File: src/logic/cap_regs_pkg.sv
/*
  Offsets, field positions and reset values of the power management and
  message interrupt capability registers of one switch port.
  Assumes byte addressed configuration space, one aligned dword per offset.
*/
package cap_regs_pkg;
  // ----------------------------------------
  // Offsets
  // ----------------------------------------
  localparam logic [7:0] OFS_POWER_CAP = 8'h40;
  localparam logic [7:0] OFS_POWER_CSR = 8'h44;
  localparam logic [7:0] OFS_MSG_CAP   = 8'h4c;
  localparam logic [7:0] OFS_MSG_ADDR  = 8'h50;
  // ----------------------------------------
  // Fixed and reset values
  // ----------------------------------------
  localparam logic [7:0] POWER_CAP_ID  = 8'h01;
  localparam logic [7:0] MSG_CAP_ID    = 8'h05;
  localparam logic [7:0] NEXT_UP       = 8'h5c;
  localparam logic [7:0] NEXT_DOWN     = 8'h4c;
  localparam logic [7:0] MSG_NEXT      = 8'h64;
  localparam logic [2:0] POWER_REV     = 3'h3;
  localparam logic [2:0] AUX_RST       = 3'h7;
  localparam logic [4:0] WAKE_SUP_RST  = 5'h1f;
  localparam logic [7:0] DATA_RST      = 8'h00;
  localparam logic [3:0] SEL_RST       = 4'h0;
  localparam logic [1:0] SCALE_RST     = 2'h0;
  localparam logic [2:0] MULTI_CAP     = 3'h0;
  localparam logic [2:0] MULTI_EN_RST  = 3'h0;
  localparam logic [29:0] ADDR_RST     = 30'h0;
  // ----------------------------------------
  // Field positions
  // ----------------------------------------
  localparam int NEXT_LSB = 8;
  localparam int REV_LSB  = 16;
  localparam int DSI_BIT  = 21;
  localparam int AUX_LSB  = 22;
  localparam int D1_BIT   = 25;
  localparam int D2_BIT   = 26;
  localparam int WSUP_LSB = 27;
  localparam int PST_LSB  = 0;
  localparam int NSR_BIT  = 3;
  localparam int WEN_BIT  = 8;
  localparam int SEL_LSB  = 9;
  localparam int SCL_LSB  = 13;
  localparam int DATA_LSB = 24;
  localparam int MEN_BIT  = 16;
  localparam int MMC_LSB  = 17;
  localparam int MME_LSB  = 20;
  localparam int A64_BIT  = 23;
  localparam int ADR_LSB  = 2;
  // ----------------------------------------
  // Preset selects and power states
  // ----------------------------------------
  localparam logic [2:0] SEL_DSI  = 3'h0;
  localparam logic [2:0] SEL_AUX  = 3'h1;
  localparam logic [2:0] SEL_D1   = 3'h2;
  localparam logic [2:0] SEL_D2   = 3'h3;
  localparam logic [2:0] SEL_WSUP = 3'h4;
  localparam logic [2:0] SEL_NSR  = 3'h5;
  localparam logic [2:0] SEL_DATA = 3'h6;
  typedef enum logic [1:0] {
    PWR_D0 = 2'h0, PWR_D1 = 2'h1, PWR_D2 = 2'h2, PWR_D3HOT = 2'h3
  } power_state_type;
endpackage

File: src/logic/cap_default_if.sv
/*
  Carrier of the loadable read-only capability defaults.
  Assumes one driver (the default store) and one reader (the register bank).
*/
interface cap_default_if;
  logic       dsi;
  logic [2:0] aux;
  logic       d1;
  logic       d2;
  logic [4:0] wake_sup;
  logic       no_soft_reset;
  logic [7:0] data_byte;
  modport store (output dsi, aux, d1, d2, wake_sup, no_soft_reset, data_byte);
  modport user  (input  dsi, aux, d1, d2, wake_sup, no_soft_reset, data_byte);
endinterface

File: src/logic/cap_default_store.sv
/*
  Store of the loadable read-only defaults, written by the preset loader.
  Assumes the loader runs on ref_clk and finishes before enumeration.
*/
module cap_default_store (
  // Clock and reset
  input  wire logic       ref_clk,
  input  wire logic       srst,
  // Preset loader
  input  wire logic       load_wr,
  input  wire logic [2:0] load_sel,
  input  wire logic [7:0] load_data,
  // Defaults
  cap_default_if.store    dflt
);
  function automatic logic hit(input logic [2:0] s);
    return load_wr && (load_sel == s);
  endfunction

  always_ff @(posedge ref_clk) begin
    if (srst) begin
      dflt.dsi           <= 1'b0;
      dflt.aux           <= cap_regs_pkg::AUX_RST;
      dflt.d1            <= 1'b1;
      dflt.d2            <= 1'b1;
      dflt.wake_sup      <= cap_regs_pkg::WAKE_SUP_RST;
      dflt.no_soft_reset <= 1'b1;
      dflt.data_byte     <= cap_regs_pkg::DATA_RST;
    end else begin
      if (hit(cap_regs_pkg::SEL_DSI))  dflt.dsi <= load_data[0];
      if (hit(cap_regs_pkg::SEL_AUX))  dflt.aux <= load_data[2:0];
      if (hit(cap_regs_pkg::SEL_D1))   dflt.d1 <= load_data[0];
      if (hit(cap_regs_pkg::SEL_D2))   dflt.d2 <= load_data[0];
      if (hit(cap_regs_pkg::SEL_WSUP)) dflt.wake_sup <= load_data[4:0];
      if (hit(cap_regs_pkg::SEL_NSR))  dflt.no_soft_reset <= load_data[0];
      if (hit(cap_regs_pkg::SEL_DATA)) dflt.data_byte <= load_data;
    end
  end
endmodule // cap_default_store

File: src/logic/power_state_ctrl.sv
/*
  Power state field and the resets that leaving D3hot causes.
  Assumes writes arrive as single-cycle strobes on ref_clk.
*/
module power_state_ctrl (
  // Clock and reset
  input  wire logic       ref_clk,
  input  wire logic       srst,
  // Field write
  input  wire logic       state_wr,
  input  wire logic [1:0] state_wdata,
  input  wire logic       no_soft_reset,
  // Results
  output logic      [1:0] state,
  output logic            hot_reset,
  output logic            soft_reset
);
  logic leave_d3;

  // Only D3hot exists here; D3cold would wipe this logic anyway
  assign leave_d3 = state_wr && (state == cap_regs_pkg::PWR_D3HOT) &&
                    (state_wdata == cap_regs_pkg::PWR_D0);

  always_ff @(posedge ref_clk) begin
    if (srst) state <= cap_regs_pkg::PWR_D0;
    else if (state_wr) state <= state_wdata;
  end

  always_ff @(posedge ref_clk) begin
    if (srst) begin
      hot_reset  <= 1'b0;
      soft_reset <= 1'b0;
    end else begin
      hot_reset  <= leave_d3;
      soft_reset <= leave_d3 && !no_soft_reset;
    end
  end
endmodule // power_state_ctrl

File: src/logic/pm_msi_cfg_regs.sv
/*
  Power management and message interrupt capability registers of one
  switch port, reached through configuration reads and writes.
  Assumes a configuration engine and a preset loader on ref_clk, and
  that the port's role is fixed by the DOWNSTREAM parameter.
*/

module pm_msi_cfg_regs #(
  parameter bit DOWNSTREAM = 1'b1
) (
  // Clock and reset
  input  wire logic        ref_clk,
  input  wire logic        srst,
  // Configuration access
  input  wire logic        cfg_wr,
  input  wire logic        cfg_rd,
  input  wire logic [7:0]  cfg_addr,
  input  wire logic [3:0]  cfg_be,
  input  wire logic [31:0] cfg_wdata,
  output logic      [31:0] cfg_rdata,
  output logic             cfg_rd_done,
  // Preset loader
  input  wire logic        preset_wr,
  input  wire logic [2:0]  preset_sel,
  input  wire logic [7:0]  preset_data,
  // Power management
  output logic      [1:0]  power_state,
  output logic             hot_reset,
  output logic             internal_reset,
  output logic             downstream_reset_out,
  output logic             power_wake_message,
  // Message interrupts
  output logic             msg_irq_enable,
  output logic             intx_allowed,
  output logic      [2:0]  msg_multi_enable,
  output logic      [31:0] msg_address,
  output logic             msg_addr64_active
);

  // ----------------------------------------
  // Port role
  // ----------------------------------------
  // Role is fixed at build time; a port cannot change it later
  localparam logic [7:0] NEXT_PTR = DOWNSTREAM ? cap_regs_pkg::NEXT_DOWN
                                               : cap_regs_pkg::NEXT_UP;

  // ----------------------------------------
  // Helpers
  // ----------------------------------------
  // Bits 1:0 pick a byte inside the word, never a register
  function automatic logic word_hit(input logic [7:0] a,
                                    input logic [7:0] ofs);
    return a[7:2] == ofs[7:2];
  endfunction

  function automatic logic lane_on(input logic [3:0] be,
                                   input int pos);
    return be[pos / 8];
  endfunction

  // Lanes whose enable is clear keep their old byte
  function automatic logic [31:0] be_merge(input logic [31:0] old,
                                           input logic [31:0] nw,
                                           input logic [3:0]  be);
    logic [31:0] r;
    r = old;
    for (int i = 0; i < 4; i++) begin
      if (be[i]) r[i*8 +: 8] = nw[i*8 +: 8];
    end
    return r;
  endfunction

  // ----------------------------------------
  // Decode
  // ----------------------------------------
  logic wr_csr;
  logic wr_msg_cap;
  logic wr_msg_addr;
  logic rd_hit_cap;
  logic rd_hit_csr;
  logic rd_hit_mcap;
  logic rd_hit_madr;

  assign wr_csr = cfg_wr && word_hit(cfg_addr, cap_regs_pkg::OFS_POWER_CSR);
  // Upstream has no message capability: those words drop writes
  assign wr_msg_cap  = DOWNSTREAM && cfg_wr &&
                       word_hit(cfg_addr, cap_regs_pkg::OFS_MSG_CAP);
  assign wr_msg_addr = DOWNSTREAM && cfg_wr &&
                       word_hit(cfg_addr, cap_regs_pkg::OFS_MSG_ADDR);
  assign rd_hit_cap  = word_hit(cfg_addr, cap_regs_pkg::OFS_POWER_CAP);
  assign rd_hit_csr  = word_hit(cfg_addr, cap_regs_pkg::OFS_POWER_CSR);
  assign rd_hit_mcap = DOWNSTREAM &&
                       word_hit(cfg_addr, cap_regs_pkg::OFS_MSG_CAP);
  assign rd_hit_madr = DOWNSTREAM &&
                       word_hit(cfg_addr, cap_regs_pkg::OFS_MSG_ADDR);

  // ----------------------------------------
  // Field write strobes
  // ----------------------------------------
  // One strobe per writable field, so a lane left out keeps its field
  logic wr_wen;
  logic wr_sel;
  logic wr_men;
  logic wr_mme;

  assign wr_wen = wr_csr && lane_on(cfg_be, cap_regs_pkg::WEN_BIT);
  assign wr_sel = wr_csr && lane_on(cfg_be, cap_regs_pkg::SEL_LSB);
  assign wr_men = wr_msg_cap && lane_on(cfg_be, cap_regs_pkg::MEN_BIT);
  assign wr_mme = wr_msg_cap && lane_on(cfg_be, cap_regs_pkg::MME_LSB);

  // ----------------------------------------
  // Loadable defaults
  // ----------------------------------------
  // Presets may land at any time; enumeration should wait for them
  cap_default_if dflt ();

  cap_default_store u_store (
    .ref_clk   (ref_clk),
    .srst      (srst),
    .load_wr   (preset_wr),
    .load_sel  (preset_sel),
    .load_data (preset_data),
    .dflt      (dflt.store)
  );

  // ----------------------------------------
  // Power state
  // ----------------------------------------
  logic       state_wr;
  logic [1:0] state_q;
  logic       hot_q;
  logic       soft_q;

  assign state_wr = wr_csr && lane_on(cfg_be, cap_regs_pkg::PST_LSB);

  // Pulses last one cycle; whoever listens must act on a single edge
  power_state_ctrl u_pwr (
    .ref_clk       (ref_clk),
    .srst          (srst),
    .state_wr      (state_wr),
    .state_wdata   (cfg_wdata[cap_regs_pkg::PST_LSB +: 2]),
    .no_soft_reset (dflt.no_soft_reset),
    .state         (state_q),
    .hot_reset     (hot_q),
    .soft_reset    (soft_q)
  );

  assign power_state    = state_q;
  assign hot_reset      = hot_q;
  assign internal_reset = soft_q;

  // Hot reset of this port never reaches the downstream reset pin
  always_ff @(posedge ref_clk) begin
    if (srst) downstream_reset_out <= 1'b0;
    else downstream_reset_out <= 1'b0;
  end

  // ----------------------------------------
  // Power control writable fields
  // ----------------------------------------
  logic       wake_en;
  logic [3:0] data_sel;

  always_ff @(posedge ref_clk) begin
    if (srst || soft_q) begin
      wake_en <= 1'b0;
    end else if (wr_wen) begin
      wake_en <= cfg_wdata[cap_regs_pkg::WEN_BIT];
    end
  end

  always_ff @(posedge ref_clk) begin
    if (srst || soft_q) begin
      data_sel <= cap_regs_pkg::SEL_RST;
    end else if (wr_sel) begin
      data_sel <= cfg_wdata[cap_regs_pkg::SEL_LSB +: 4];
    end
  end

  always_ff @(posedge ref_clk) begin
    if (srst) power_wake_message <= 1'b0;
    else power_wake_message <= wake_en;
  end

  // ----------------------------------------
  // Message interrupt writable fields
  // ----------------------------------------
  logic        men;
  logic [2:0]  mme;
  logic [29:0] madr;
  logic [31:0] madr_merged;

  assign madr_merged = be_merge({madr, 2'h0}, cfg_wdata, cfg_be);

  always_ff @(posedge ref_clk) begin
    if (srst || soft_q) begin
      men <= 1'b0;
    end else if (wr_men) begin
      men <= cfg_wdata[cap_regs_pkg::MEN_BIT];
    end
  end

  always_ff @(posedge ref_clk) begin
    if (srst || soft_q) begin
      mme <= cap_regs_pkg::MULTI_EN_RST;
    end else if (wr_mme) begin
      mme <= cfg_wdata[cap_regs_pkg::MME_LSB +: 3];
    end
  end

  // Bits 1:0 are never stored, so the target stays dword aligned
  always_ff @(posedge ref_clk) begin
    if (srst || soft_q) begin
      madr <= cap_regs_pkg::ADDR_RST;
    end else if (wr_msg_addr) begin
      madr <= madr_merged[31:cap_regs_pkg::ADR_LSB];
    end
  end

  // ----------------------------------------
  // Message interrupt outputs
  // ----------------------------------------
  // Reset leaves INTx usable until software turns messages on
  always_ff @(posedge ref_clk) begin
    if (srst) msg_irq_enable <= 1'b0;
    else msg_irq_enable <= men;
  end

  always_ff @(posedge ref_clk) begin
    if (srst) intx_allowed <= 1'b1;
    else intx_allowed <= !men;
  end

  always_ff @(posedge ref_clk) begin
    if (srst) msg_multi_enable <= cap_regs_pkg::MULTI_EN_RST;
    else msg_multi_enable <= mme;
  end

  always_ff @(posedge ref_clk) begin
    if (srst) msg_address <= 32'h0;
    else msg_address <= {madr, 2'h0};
  end

  // Wide addressing is fixed on, so its use follows the enable alone
  always_ff @(posedge ref_clk) begin
    if (srst) msg_addr64_active <= 1'b0;
    else msg_addr64_active <= men;
  end

  // ----------------------------------------
  // Read words
  // ----------------------------------------
  logic [31:0] cap_word;
  logic [31:0] csr_word;
  logic [31:0] mcap_word;
  logic [31:0] madr_word;
  logic [31:0] read_word;

  // Everything not named below stays zero
  always_comb begin
    cap_word = 32'h0;
    cap_word[7:0] = cap_regs_pkg::POWER_CAP_ID;
    cap_word[cap_regs_pkg::NEXT_LSB +: 8] = NEXT_PTR;
    cap_word[cap_regs_pkg::REV_LSB +: 3] = cap_regs_pkg::POWER_REV;
    cap_word[cap_regs_pkg::DSI_BIT] = dflt.dsi;
    cap_word[cap_regs_pkg::AUX_LSB +: 3] = dflt.aux;
    cap_word[cap_regs_pkg::D1_BIT] = dflt.d1;
    cap_word[cap_regs_pkg::D2_BIT] = dflt.d2;
    cap_word[cap_regs_pkg::WSUP_LSB +: 5] = dflt.wake_sup;
  end

  // Bits 15, 19, 22 and 23 have no storage, so writes vanish
  always_comb begin
    csr_word = 32'h0;
    csr_word[cap_regs_pkg::PST_LSB +: 2] = state_q;
    csr_word[cap_regs_pkg::NSR_BIT] = dflt.no_soft_reset;
    csr_word[cap_regs_pkg::WEN_BIT] = wake_en;
    csr_word[cap_regs_pkg::SEL_LSB +: 4] = data_sel;
    csr_word[cap_regs_pkg::SCL_LSB +: 2] = cap_regs_pkg::SCALE_RST;
    csr_word[cap_regs_pkg::DATA_LSB +: 8] = dflt.data_byte;
  end

  always_comb begin
    mcap_word = 32'h0;
    mcap_word[7:0] = cap_regs_pkg::MSG_CAP_ID;
    mcap_word[cap_regs_pkg::NEXT_LSB +: 8] = cap_regs_pkg::MSG_NEXT;
    mcap_word[cap_regs_pkg::MEN_BIT] = men;
    mcap_word[cap_regs_pkg::MMC_LSB +: 3] = cap_regs_pkg::MULTI_CAP;
    mcap_word[cap_regs_pkg::MME_LSB +: 3] = mme;
    mcap_word[cap_regs_pkg::A64_BIT] = 1'b1;
  end

  assign madr_word = {madr, 2'h0};

  // Unmapped words, and the message words on upstream, read zero
  always_comb begin
    read_word = 32'h0;
    if (rd_hit_cap) read_word = cap_word;
    else if (rd_hit_csr) read_word = csr_word;
    else if (rd_hit_mcap) read_word = mcap_word;
    else if (rd_hit_madr) read_word = madr_word;
  end

  // ----------------------------------------
  // Read return
  // ----------------------------------------
  always_ff @(posedge ref_clk) begin
    if (srst) cfg_rd_done <= 1'b0;
    else cfg_rd_done <= cfg_rd;
  end

  // A read beside a write in one cycle returns the old values
  always_ff @(posedge ref_clk) begin
    if (srst) cfg_rdata <= 32'h0;
    else if (cfg_rd) cfg_rdata <= read_word;
  end

endmodule // pm_msi_cfg_regs

File: config.mk
export PLATFORM = sky130hd
export DESIGN_NAME = pm_msi_cfg_regs
export DESIGN_NICKNAME = d
export VERILOG_FILES = /design/src/logic/cap_regs_pkg.sv /design/src/logic/cap_default_if.sv /design/src/logic/cap_default_store.sv /design/src/logic/power_state_ctrl.sv /design/src/logic/pm_msi_cfg_regs.sv
export SDC_FILE = /design/constraint.sdc
export NUM_CORES = 1
export LEC_CHECK = 0
export BUFFER_PORTS_ARGS = -buffer_cell sky130_fd_sc_hd__buf_2
export CORE_MARGIN = 2
export CORE_UTILIZATION = 48
export DETAILED_ROUTE_END_ITERATION = 6
export GPL_ROUTABILITY_DRIVEN = 0
export PLACE_DENSITY_LB_ADDON = 0.2
export SLEW_MARGIN = 20
export SYNTH_ARGS = -nofsm -noshare
export SYNTH_HDL_FRONTEND = slang
export SYNTH_SLANG_ARGS = --single-unit
export TNS_END_PERCENT = 30
File: constraint.sdc
create_clock -name ref_clk -period 2.2 [get_ports ref_clk]
set_clock_uncertainty 0.15 [all_clocks]
set_input_delay 0 -clock ref_clk [delete_from_list [all_inputs] [get_ports ref_clk]]
set_output_delay 0 -clock ref_clk [all_outputs]
set_load 0.005 [all_outputs]
---- After elaboration in Yosys (flattened, before gate mapping) ----
Index checks and enable logic that the tools add are counted.
word-level totals
  register bits after elaboration ......... 134
  input port bits ......................... 60
  output and inout bits ................... 77
  word-level logic and storage cells ...... 66
operators by class
  eq/ne operators ......................... 11
  muxes and demuxes ....................... 4
  reduce and logical (&&, ||, !) cells .... 25
operators by type and width
  kind                  count
  $mux W32              4
  $eq A6 B5 Y1 const B  4
  $logic_and A1 B1 Y1   16
  $eq A3 B3 Y1 const B  3
  $reduce_and A2 Y1     4
  $eq A3 B2 Y1 const B  2
  $eq A3 B1 Y1 const B  1
  $logic_not A3 Y1      1
  $eq A2 B2 Y1 const B  1
  $logic_not A1 Y1      2
  $logic_not A2 Y1      1
  $logic_or A1 B1 Y1    1

---- Depth between registers and ports, before layout ----
Gate-level depths: netlist (run 1).
  depth after elaboration ................. 6
  gate-level depth with buffers ........... 5
  depth with buffers taken out ............ 3

---- Cells and area by module ----
From an unflattened synthesis (run 1), not the netlist that was laid out.
second synthesis, totals
  cells, all modules ...................... 491
  area, all modules ....................... 4973.5 um^2
modules (own cells, without submodules)
  module             instances  cells an instance  area an instance (um^2)  seq. area each (um^2)
  pm_msi_cfg_regs    1          395                3963.8                   2162.1
  cap_default_store  1          85                 875.8                    400.4
  power_state_ctrl   1          11                 133.9                    80.1

---- Worst setup path after synthesis (run 1) ----
OpenSTA, ideal clock, no wires.
  kind .................................... input port to flip-flop
  from .................................... input port cfg_addr[5]
  to ...................................... register cfg_rdata[25]
  setup time .............................. 0.117 ns
  arrival ................................. 1.223 ns
  required time ........................... 1.933 ns
  slack ................................... 0.709 ns
  cell stages on the path ................. 4
  buffers on the path ..................... 1
  path through ............................ or4b_1 > clkbuf_1 > or3_1 > a32o_1
between the ends
  longest elaborated chain between the ends .. 5
  elaborated cells between the ends (all ways) .. 8
  classes of those cells .................. 4 x eq/ne; 4 x mux
ends and longest elaborated chain
  item                    line                    source
  start: declaration      pm_msi_cfg_regs.sv:17   input wire logic [7:0] cfg_addr,
  $eq A6 B5 Y1            pm_msi_cfg_regs.sv:53   return a[7:2] == ofs[7:2];
  $mux W32                pm_msi_cfg_regs.sv:301  else if (rd_hit_madr) read_word = madr_word;
  $mux W32                pm_msi_cfg_regs.sv:300  else if (rd_hit_mcap) read_word = mcap_word;
  $mux W32                pm_msi_cfg_regs.sv:299  else if (rd_hit_csr) read_word = csr_word;
  $mux W32 (*)            pm_msi_cfg_regs.sv:298  if (rd_hit_cap) read_word = cap_word;
  end signal: assignment  pm_msi_cfg_regs.sv:315  else if (cfg_rd) cfg_rdata <= read_word;
  end: declaration        pm_msi_cfg_regs.sv:20   output logic [31:0] cfg_rdata,
Every way passes the cells marked *; elsewhere a longest branch is shown, timed or not.
A chain may end at the register's enable or synchronous reset.

---- Worst setup path in the final report (run 1) ----
  from .................................... input port cfg_addr[2]
  to ...................................... register u_pwr.state[0]
between the ends
  longest elaborated chain between the ends .. 3
ends and longest elaborated chain
  item                    line                    source
  $eq A6 B5 Y1            pm_msi_cfg_regs.sv:53
  $logic_and A1 B1 Y1     pm_msi_cfg_regs.sv:84   assign wr_csr = cfg_wr && word_hit(cfg_addr, cap_regs_pkg::OFS_POWER_CSR);
  $logic_and A1 B1 Y1     pm_msi_cfg_regs.sv:134  assign state_wr = wr_csr && lane_on(cfg_be, cap_regs_pkg::PST_LSB);
  end signal: assignment  power_state_ctrl.sv:25  if (srst) state <= cap_regs_pkg::PWR_D0;
  end signal: assignment  power_state_ctrl.sv:26  else if (state_wr) state <= state_wdata;
  end: declaration        power_state_ctrl.sv:14  output logic [1:0] state,
Every way passes these cells.

==> results of run 1 <==
logic make-up after synthesis:
kind of cell,Yosys count
AND/OR/NAND/NOR,238
buffers and inverters,54
flip-flops,132
multiplexers,26
other,1
AO/OA/AOI/OAI,116
flip-flops by register name, summed over array words and instances (netlist names), 2 cells and up:
name / count
madr: 30
u_store.dflt.aux: 3
data_sel: 4
msg_multi_enable: 3
cfg_rdata: 32
mme: 3
u_store.dflt.data_byte: 8
msg_address: 30
u_store.dflt.wake_sup: 5
u_pwr.state: 2
layout by cell type, fill, tap and decap left out, drive strengths merged, types with 4 or more instances in the layout:
cell type,Yosys,final
a31oi,5,5
and2,5,5
or3,4,4
nor3b,4,4
inv,5,5
a211o,11,11
nor2,15,15
o31ai,6,6
o211ai,4,4
clkinv,0,4
clkbuf,41,23
a311oi,6,6
nor2b,51,51
nand3,22,22
dfxtp,132,132
o21bai,4,4
nand4b,5,5
nand4,24,24
dlygate4sd3,0,128
a21oi,46,46
a32o,4,4
a22oi,4,4
nand2,57,57
o21ai,19,19
nand2b,19,19
mux2i,21,21
and3b,10,10
buf,8,145
mux2,5,5
worst max-delay path, cell delays in order:
cell           delay [ns]
buf_2                0.49
nor2b_2              0.47
nand4_1              0.15
dlygate4sd3_1        0.58
a21oi_1              0.16
dlygate4sd3_1        0.58
timing repair:
item / CTS / global route
buffers inserted: 0 / 0
endpoints found under the setup margin: 0 / 9
hold buffers: 129 / 0
resized for setup: 0 / 3
hold endpoints to repair: 107 / 0
worst max-delay path by stage:
stage               cells after the start                        end  slack [ns]
floorplan                               4              cfg_rdata[25]        0.71
global placement                        5                   madr[17]        0.39
CTS                                     7  u_store.dflt.data_byte[4]        0.09
detailed placement                      5                   madr[18]        0.37
finish                                  6             u_pwr.state[0]        0.09
global route                            6             u_pwr.state[1]        0.01
metrics by stage:
| stage | power (mW) | setup WS, ns |
|---|---|---|
| 4_1_cts | 5.47 | 0.0871 |
| 3_3_place_gp | 2.79 | 0.392 |
| 3_5_place_dp | 2.80 | 0.366 |
| 6_report | 5.47 | 0.0887 |
| 5_1_grt | 5.64 | 0.00959 |
| 2_1_floorplan | 2.66 | 0.709 |
power by group:
part	leakage (nW)	internal, mW	total (mW)	switching (mW)
combinational	2.06	0.204	0.430	0.226
clock	0.267	1.64	2.61	0.962
sequential	1.07	2.42	2.43	0.0161
total	3.39	4.26	5.47	1.20
final cells by class:
cell class | count | share of cell area, %
inverters | 5 | 0.238
repair buffers | 274 | 26.1
multi-input cells | 383 | 31.2
clock inverters | 6 | 1.02
well taps | 140 | 2.22
flip-flops and latches | 132 | 33.5
clock buffers | 23 | 5.79
routing by layer:
metal	up-vias	wire [um]	track usage (%)	share of wire, %
li1	2509	-	-	-
met5	-	0	0	0
met1	2491	6830	34.9	43
met2	196	7830	45.5	49
met3	46	893	6.81	5.6
met4	0	456	11.3	2.8
==> flow_metrics.env, run 1 <==
export IMPL_insertion_delay_ns=0.53
export IMPL_syn_cell_area_um2=5290
export IMPL_rows=38
export IMPL_irDropWorstVdd_v=0.000465
export IMPL_syn_area_per_cell_um2=9.33
export IMPL_grt_overflow_total=0
export IMPL_rrSetupSlack_ns=0.22
export IMPL_rsz0062_at_grt="no"
export IMPL_io_buffer_count=131
export IMPL_synthArstFlopShare_pct=0
export IMPL_drive_above_1_share_pct=23.0
export IMPL_cts_buffers=17
export IMPL_setup_viol=0
export IMPL_drt_vias_per_instance=5.44
export IMPL_routed_wirelength_um=16000
export IMPL_p_leak_nw=3.39
export IMPL_drc=0
export IMPL_synth_edf_count=0
export IMPL_hold_class="input port to flop"
export IMPL_synth_compound_area_share_pct=14.0
export IMPL_synthFlopType="dfxtp_1"
export IMPL_pin_count=137
export IMPL_finalHoldViolations=0
export IMPL_synth_adder_area_share_pct=0
export IMPL_synthTopCellsByCount="dfxtp_1 (132), nand2_1 (57), nor2b_1 (51)"
export IMPL_worstReg2RegStart="u_pwr.state[1]"
export IMPL_hp_start="cfg_addr[2]"
export IMPL_relSlewSlack_pct=53.9
export IMPL_die_h_um=109
export IMPL_synth_top_family_by_area="simple AND/OR/NAND/NOR gates"
export IMPL_ant_nets=0
export IMPL_status="finished, final reports clean"
export IMPL_final_period_utilization_pct=96.0
export IMPL_fin_area_um2=7890
export IMPL_grt_antenna_before_repair=0
export IMPL_clock_sinks=132
export IMPL_maxSlewViolCount=0
export IMPL_final_nets=873
export IMPL_grt_pass1_vias=5157
export IMPL_place_area_um2=6040
export IMPL_setup_tns_ns=0
export IMPL_drt_iter0_markers=432
export IMPL_cts_buffer_depth=2
export IMPL_start_kind="input port"
export IMPL_yosysWarnings=0
export IMPL_hold_slack_ns=0.0413
export IMPL_coreArea_um2=10800
export IMPL_synth_seq_area_share_pct=50.0
export IMPL_r2r_cells=3
export IMPL_synth_xor_area_share_pct=0
export IMPL_synth_simple_area_share_pct=26.7
export IMPL_grt_use_total_pct=27.7
export IMPL_seq_area_um2=2640
export IMPL_die_area_um2=11900
export IMPL_hold_depth=3
export IMPL_synthTopCellsByArea="dfxtp_1 (50%), nor2b_1 (6.0%), a21oi_1 (4.4%), nand2_1 (4.0%), mux2i_1 (4.0%)"
export IMPL_grt_max_degree=37
export IMPL_clkSlewWorstSetupHoldPaths_ns=0.06
export IMPL_maxCapViolCount=0
export IMPL_fin_crit_ns=2.11
export IMPL_synthMuxAreaShare_pct=5.04
export IMPL_yosysTopAreaCellShare_pct=50.0
export IMPL_fmax_mhz=474
export IMPL_dp_hpwl_um=9600
export IMPL_start_util_pct=49.0
export IMPL_n_antenna_cell=0
export IMPL_fp_dieW_um=109
export IMPL_firstDrtPassIters=5
export IMPL_nFillCells=759
export IMPL_tightest_slew_ns=0.688
export IMPL_routedWlPerCell_um=16.6
export IMPL_ys_ff_latch=132
export IMPL_root_buffer="clkbuf_8"
export IMPL_grt_pass1_wl_um=25400
export IMPL_dp_cells=805
export IMPL_syn_inst=567
export IMPL_final_cells=963
export IMPL_multi_input_area_um2=2460
export IMPL_min_to="cfg_rdata[29]"
export IMPL_required_ns=2.52
export IMPL_critPathMaxFanout=34
export IMPL_p_per_area_nw_per_um2=694
export IMPL_critPathKind="input port to flop"
export IMPL_tritoncts="yes"
export IMPL_synth_most_common_cell="dfxtp_1"
export IMPL_fin_util_pct=73.1
export IMPL_netlist_cell_type_count=55
export IMPL_h_tree_depth=4
export IMPL_area_growth_synth_to_final_pct=49.1
export IMPL_r2r_end="u_pwr.soft_reset"
export IMPL_critPathCaptureType="flop"
export IMPL_arrival_ns=2.43
export IMPL_cp_startpoint="cfg_addr[2]"
export IMPL_yosysTopAreaCell="dfxtp_1"
export IMPL_dr_total_vias=5242
Power figures use the tool's default switching activity.
==> run 2, diff against run 1 <==
--- a/config.mk
+++ b/config.mk
@@ -11,6 +11,7 @@
 export DETAILED_ROUTE_END_ITERATION = 6
 export GPL_ROUTABILITY_DRIVEN = 0
 export PLACE_DENSITY_LB_ADDON = 0.2
+export SETUP_SLACK_MARGIN = 0.15
 export SLEW_MARGIN = 20
 export SYNTH_ARGS = -nofsm -noshare
 export SYNTH_HDL_FRONTEND = slang
==> run 2 against run 1 <==
Non-clock buffer count is 11 lower. The run now ends with negative hold slack left. Sequential share of layout area is 0.50 points higher. Core utilization decreased by 1.1 points. Global-route usage shrank 0.59 points. Final cell count shrank 1.1%. Count of clock-buffer cells in the layout stayed put. Highest routed layer unchanged. Critical path depth rose by 1. Largest cell class unchanged.
==> flow_metrics.env, run 2 (same netlist as run 1, synthesis figures left out) <==
export IMPL_die_h_um=109
export IMPL_grt_pass1_vias=5085
export IMPL_top_layer_used="met4"
export IMPL_drive_above_1_share_pct=23.3
export IMPL_wl_met2_um=7580
export IMPL_crit_path_cell_trace="dlygate4sd3_1 -> buf_2 -> and2_2 -> nand4_1 -> dlygate4sd3_1 -> a21oi_1 -> dlygate4sd3_1"
export IMPL_setup_viol=0
export IMPL_dp_hpwl_um=9600
export IMPL_arrival_ns=2.33
export IMPL_irDropWorstVdd_v=0.000496
export IMPL_tritoncts="yes"
export IMPL_critPathKind="input port to flop"
export IMPL_final_period_utilization_pct=91.5
export IMPL_start_kind="input port"
export IMPL_root_buffer="clkbuf_8"
export IMPL_wl_met3_um=868
export IMPL_violations="negative hold slack"
export IMPL_cts_buffers=17
export IMPL_maxCapViolCount=0
export IMPL_ant_nets=0
export IMPL_pin_count=137
export IMPL_maxSlewViolCount=0
export IMPL_grt_overflow_total=0
export IMPL_grt_antenna_before_repair=0
export IMPL_start_util_pct=49.0
export IMPL_critPathMaxFanout=8
export IMPL_status="finished with violations"
export IMPL_hold_slack_ns=-0.0691
export IMPL_p_per_area_nw_per_um2=703
export IMPL_place_area_um2=6040
export IMPL_fp_dieW_um=109
export IMPL_drt_vias_per_instance=5.45
export IMPL_n_antenna_cell=0
export IMPL_grt_use_total_pct=27.1
export IMPL_cts_buffer_depth=2
export IMPL_clkSlewWorstSetupHoldPaths_ns=0.06
export IMPL_p_leak_nw=3.30
export IMPL_insertion_delay_ns=0.53
export IMPL_area_growth_synth_to_final_pct=46.9
export IMPL_hold_class="input port to flop"
export IMPL_dr_total_vias=5188
export IMPL_rows=38
export IMPL_critPathCaptureType="flop"
export IMPL_final_nets=862
export IMPL_top_regs="cfg_rdata x32, madr x30, msg_address x30"
export IMPL_tightest_slew_ns=0.667
export IMPL_cts_setup_buffers=0
export IMPL_relSlewSlack_pct=55.3
export IMPL_fin_crit_ns=2.01
export IMPL_layout_common_cells="dfxtp_1 (132), buf_2 (131), dlygate4sd3_1 (117)"
export IMPL_fmax_mhz=497
export IMPL_firstDrtPassIters=5
export IMPL_required_ns=2.52
export IMPL_routedWlPerCell_um=16.4
export IMPL_routed_wirelength_um=15600
export IMPL_setup_tns_ns=0
export IMPL_wl_met1_um=6740
export IMPL_drc=0
export IMPL_clock_sinks=132
export IMPL_cpPeakStageDelay_ns=0.60
export IMPL_rsz0062_at_grt="yes"
export IMPL_io_buffer_count=131
export IMPL_path_delay_family="buffers and inverters"
export IMPL_drt_iter0_markers=347
export IMPL_grt_max_degree=37
export IMPL_coreArea_um2=10800
export IMPL_largest_reg_flops=32
export IMPL_crit_top_cell="dlygate4sd3_1"
export IMPL_die_area_um2=11900
export IMPL_finalHoldViolations=4
export IMPL_h_tree_depth=4
export IMPL_fin_area_um2=7770
export IMPL_critPathBufInv=4
export IMPL_top_register="cfg_rdata"
export IMPL_crit_slowest_cell="dlygate4sd3_1"
export IMPL_grt_pass1_wl_um=25000
export IMPL_mostFrequentLayoutCell="dfxtp_1"
run 2: worst reg2reg max path: cells and delay by family, from the launching register on:
kind,cells,cell delay [ns]
simple gates,2,0.80
flops,1,0.38
buf+inv,1,0.58
run 2: repair_timing:
item | 4_1_cts | 5_1_grt
gates resized for setup | 0 | 4
endpoints found under the hold margin | 107 | 0
endpoints found under the setup margin | 0 | 11
hold buffers | 119 | 0
run 2: routing by layer:
metal | vias to the layer above | global-route usage (%)
met5 | - | 0
met3 | 41 | 6.28
met2 | 184 | 44.3
met4 | 0 | 11.0
met1 | 2474 | 34.6
li1 | 2489 | -
run 2: power breakdown:
group          internal [mW]  leakage (nW)  switching, mW
Clock                   1.64         0.267          0.958
Combinational          0.203          1.97          0.224
Sequential              2.42          1.07         0.0158
Total                   4.26          3.30           1.20
run 2: cell type report:
type                            instances  area, um2
Tap cell                              140        175
Clock inverter                          6       80.1
Timing Repair Buffer                  263       1950
Fill cell                             767       3020
Multi-Input combinational cell        383       2450
Inverter                                5       18.8
Clock buffer                           23        457
Sequential cell                       132       2640
run 2: worst paths after layout:
check	start	to	slack [ns]	depth (start not counted)
max	cfg_be[3]	madr[24]	0.19	7
max reg2reg	u_pwr.state[1]	u_pwr.soft_reset	0.24	3
min reg2reg	u_store.dflt.data_byte[0]	u_store.dflt.data_byte[0]	0.31	2
min	cfg_wr	data_sel[2]	-0.07	4
run 2: stage by stage:
stage          util (%)  total power, mW  hold WS [ns]  setup slack (ns)  cells
2_1_floorplan         -             2.66       -0.0421             0.709    569
3_3_place_gp       56.0             2.79        0.0679             0.392    805
3_5_place_dp       56.0             2.80        0.0742             0.366    805
4_1_cts            72.0             5.47        0.0118             0.160    953
5_1_grt            72.0             5.64        0.0147             0.118    952
6_report           72.0             5.46       -0.0691             0.188    952
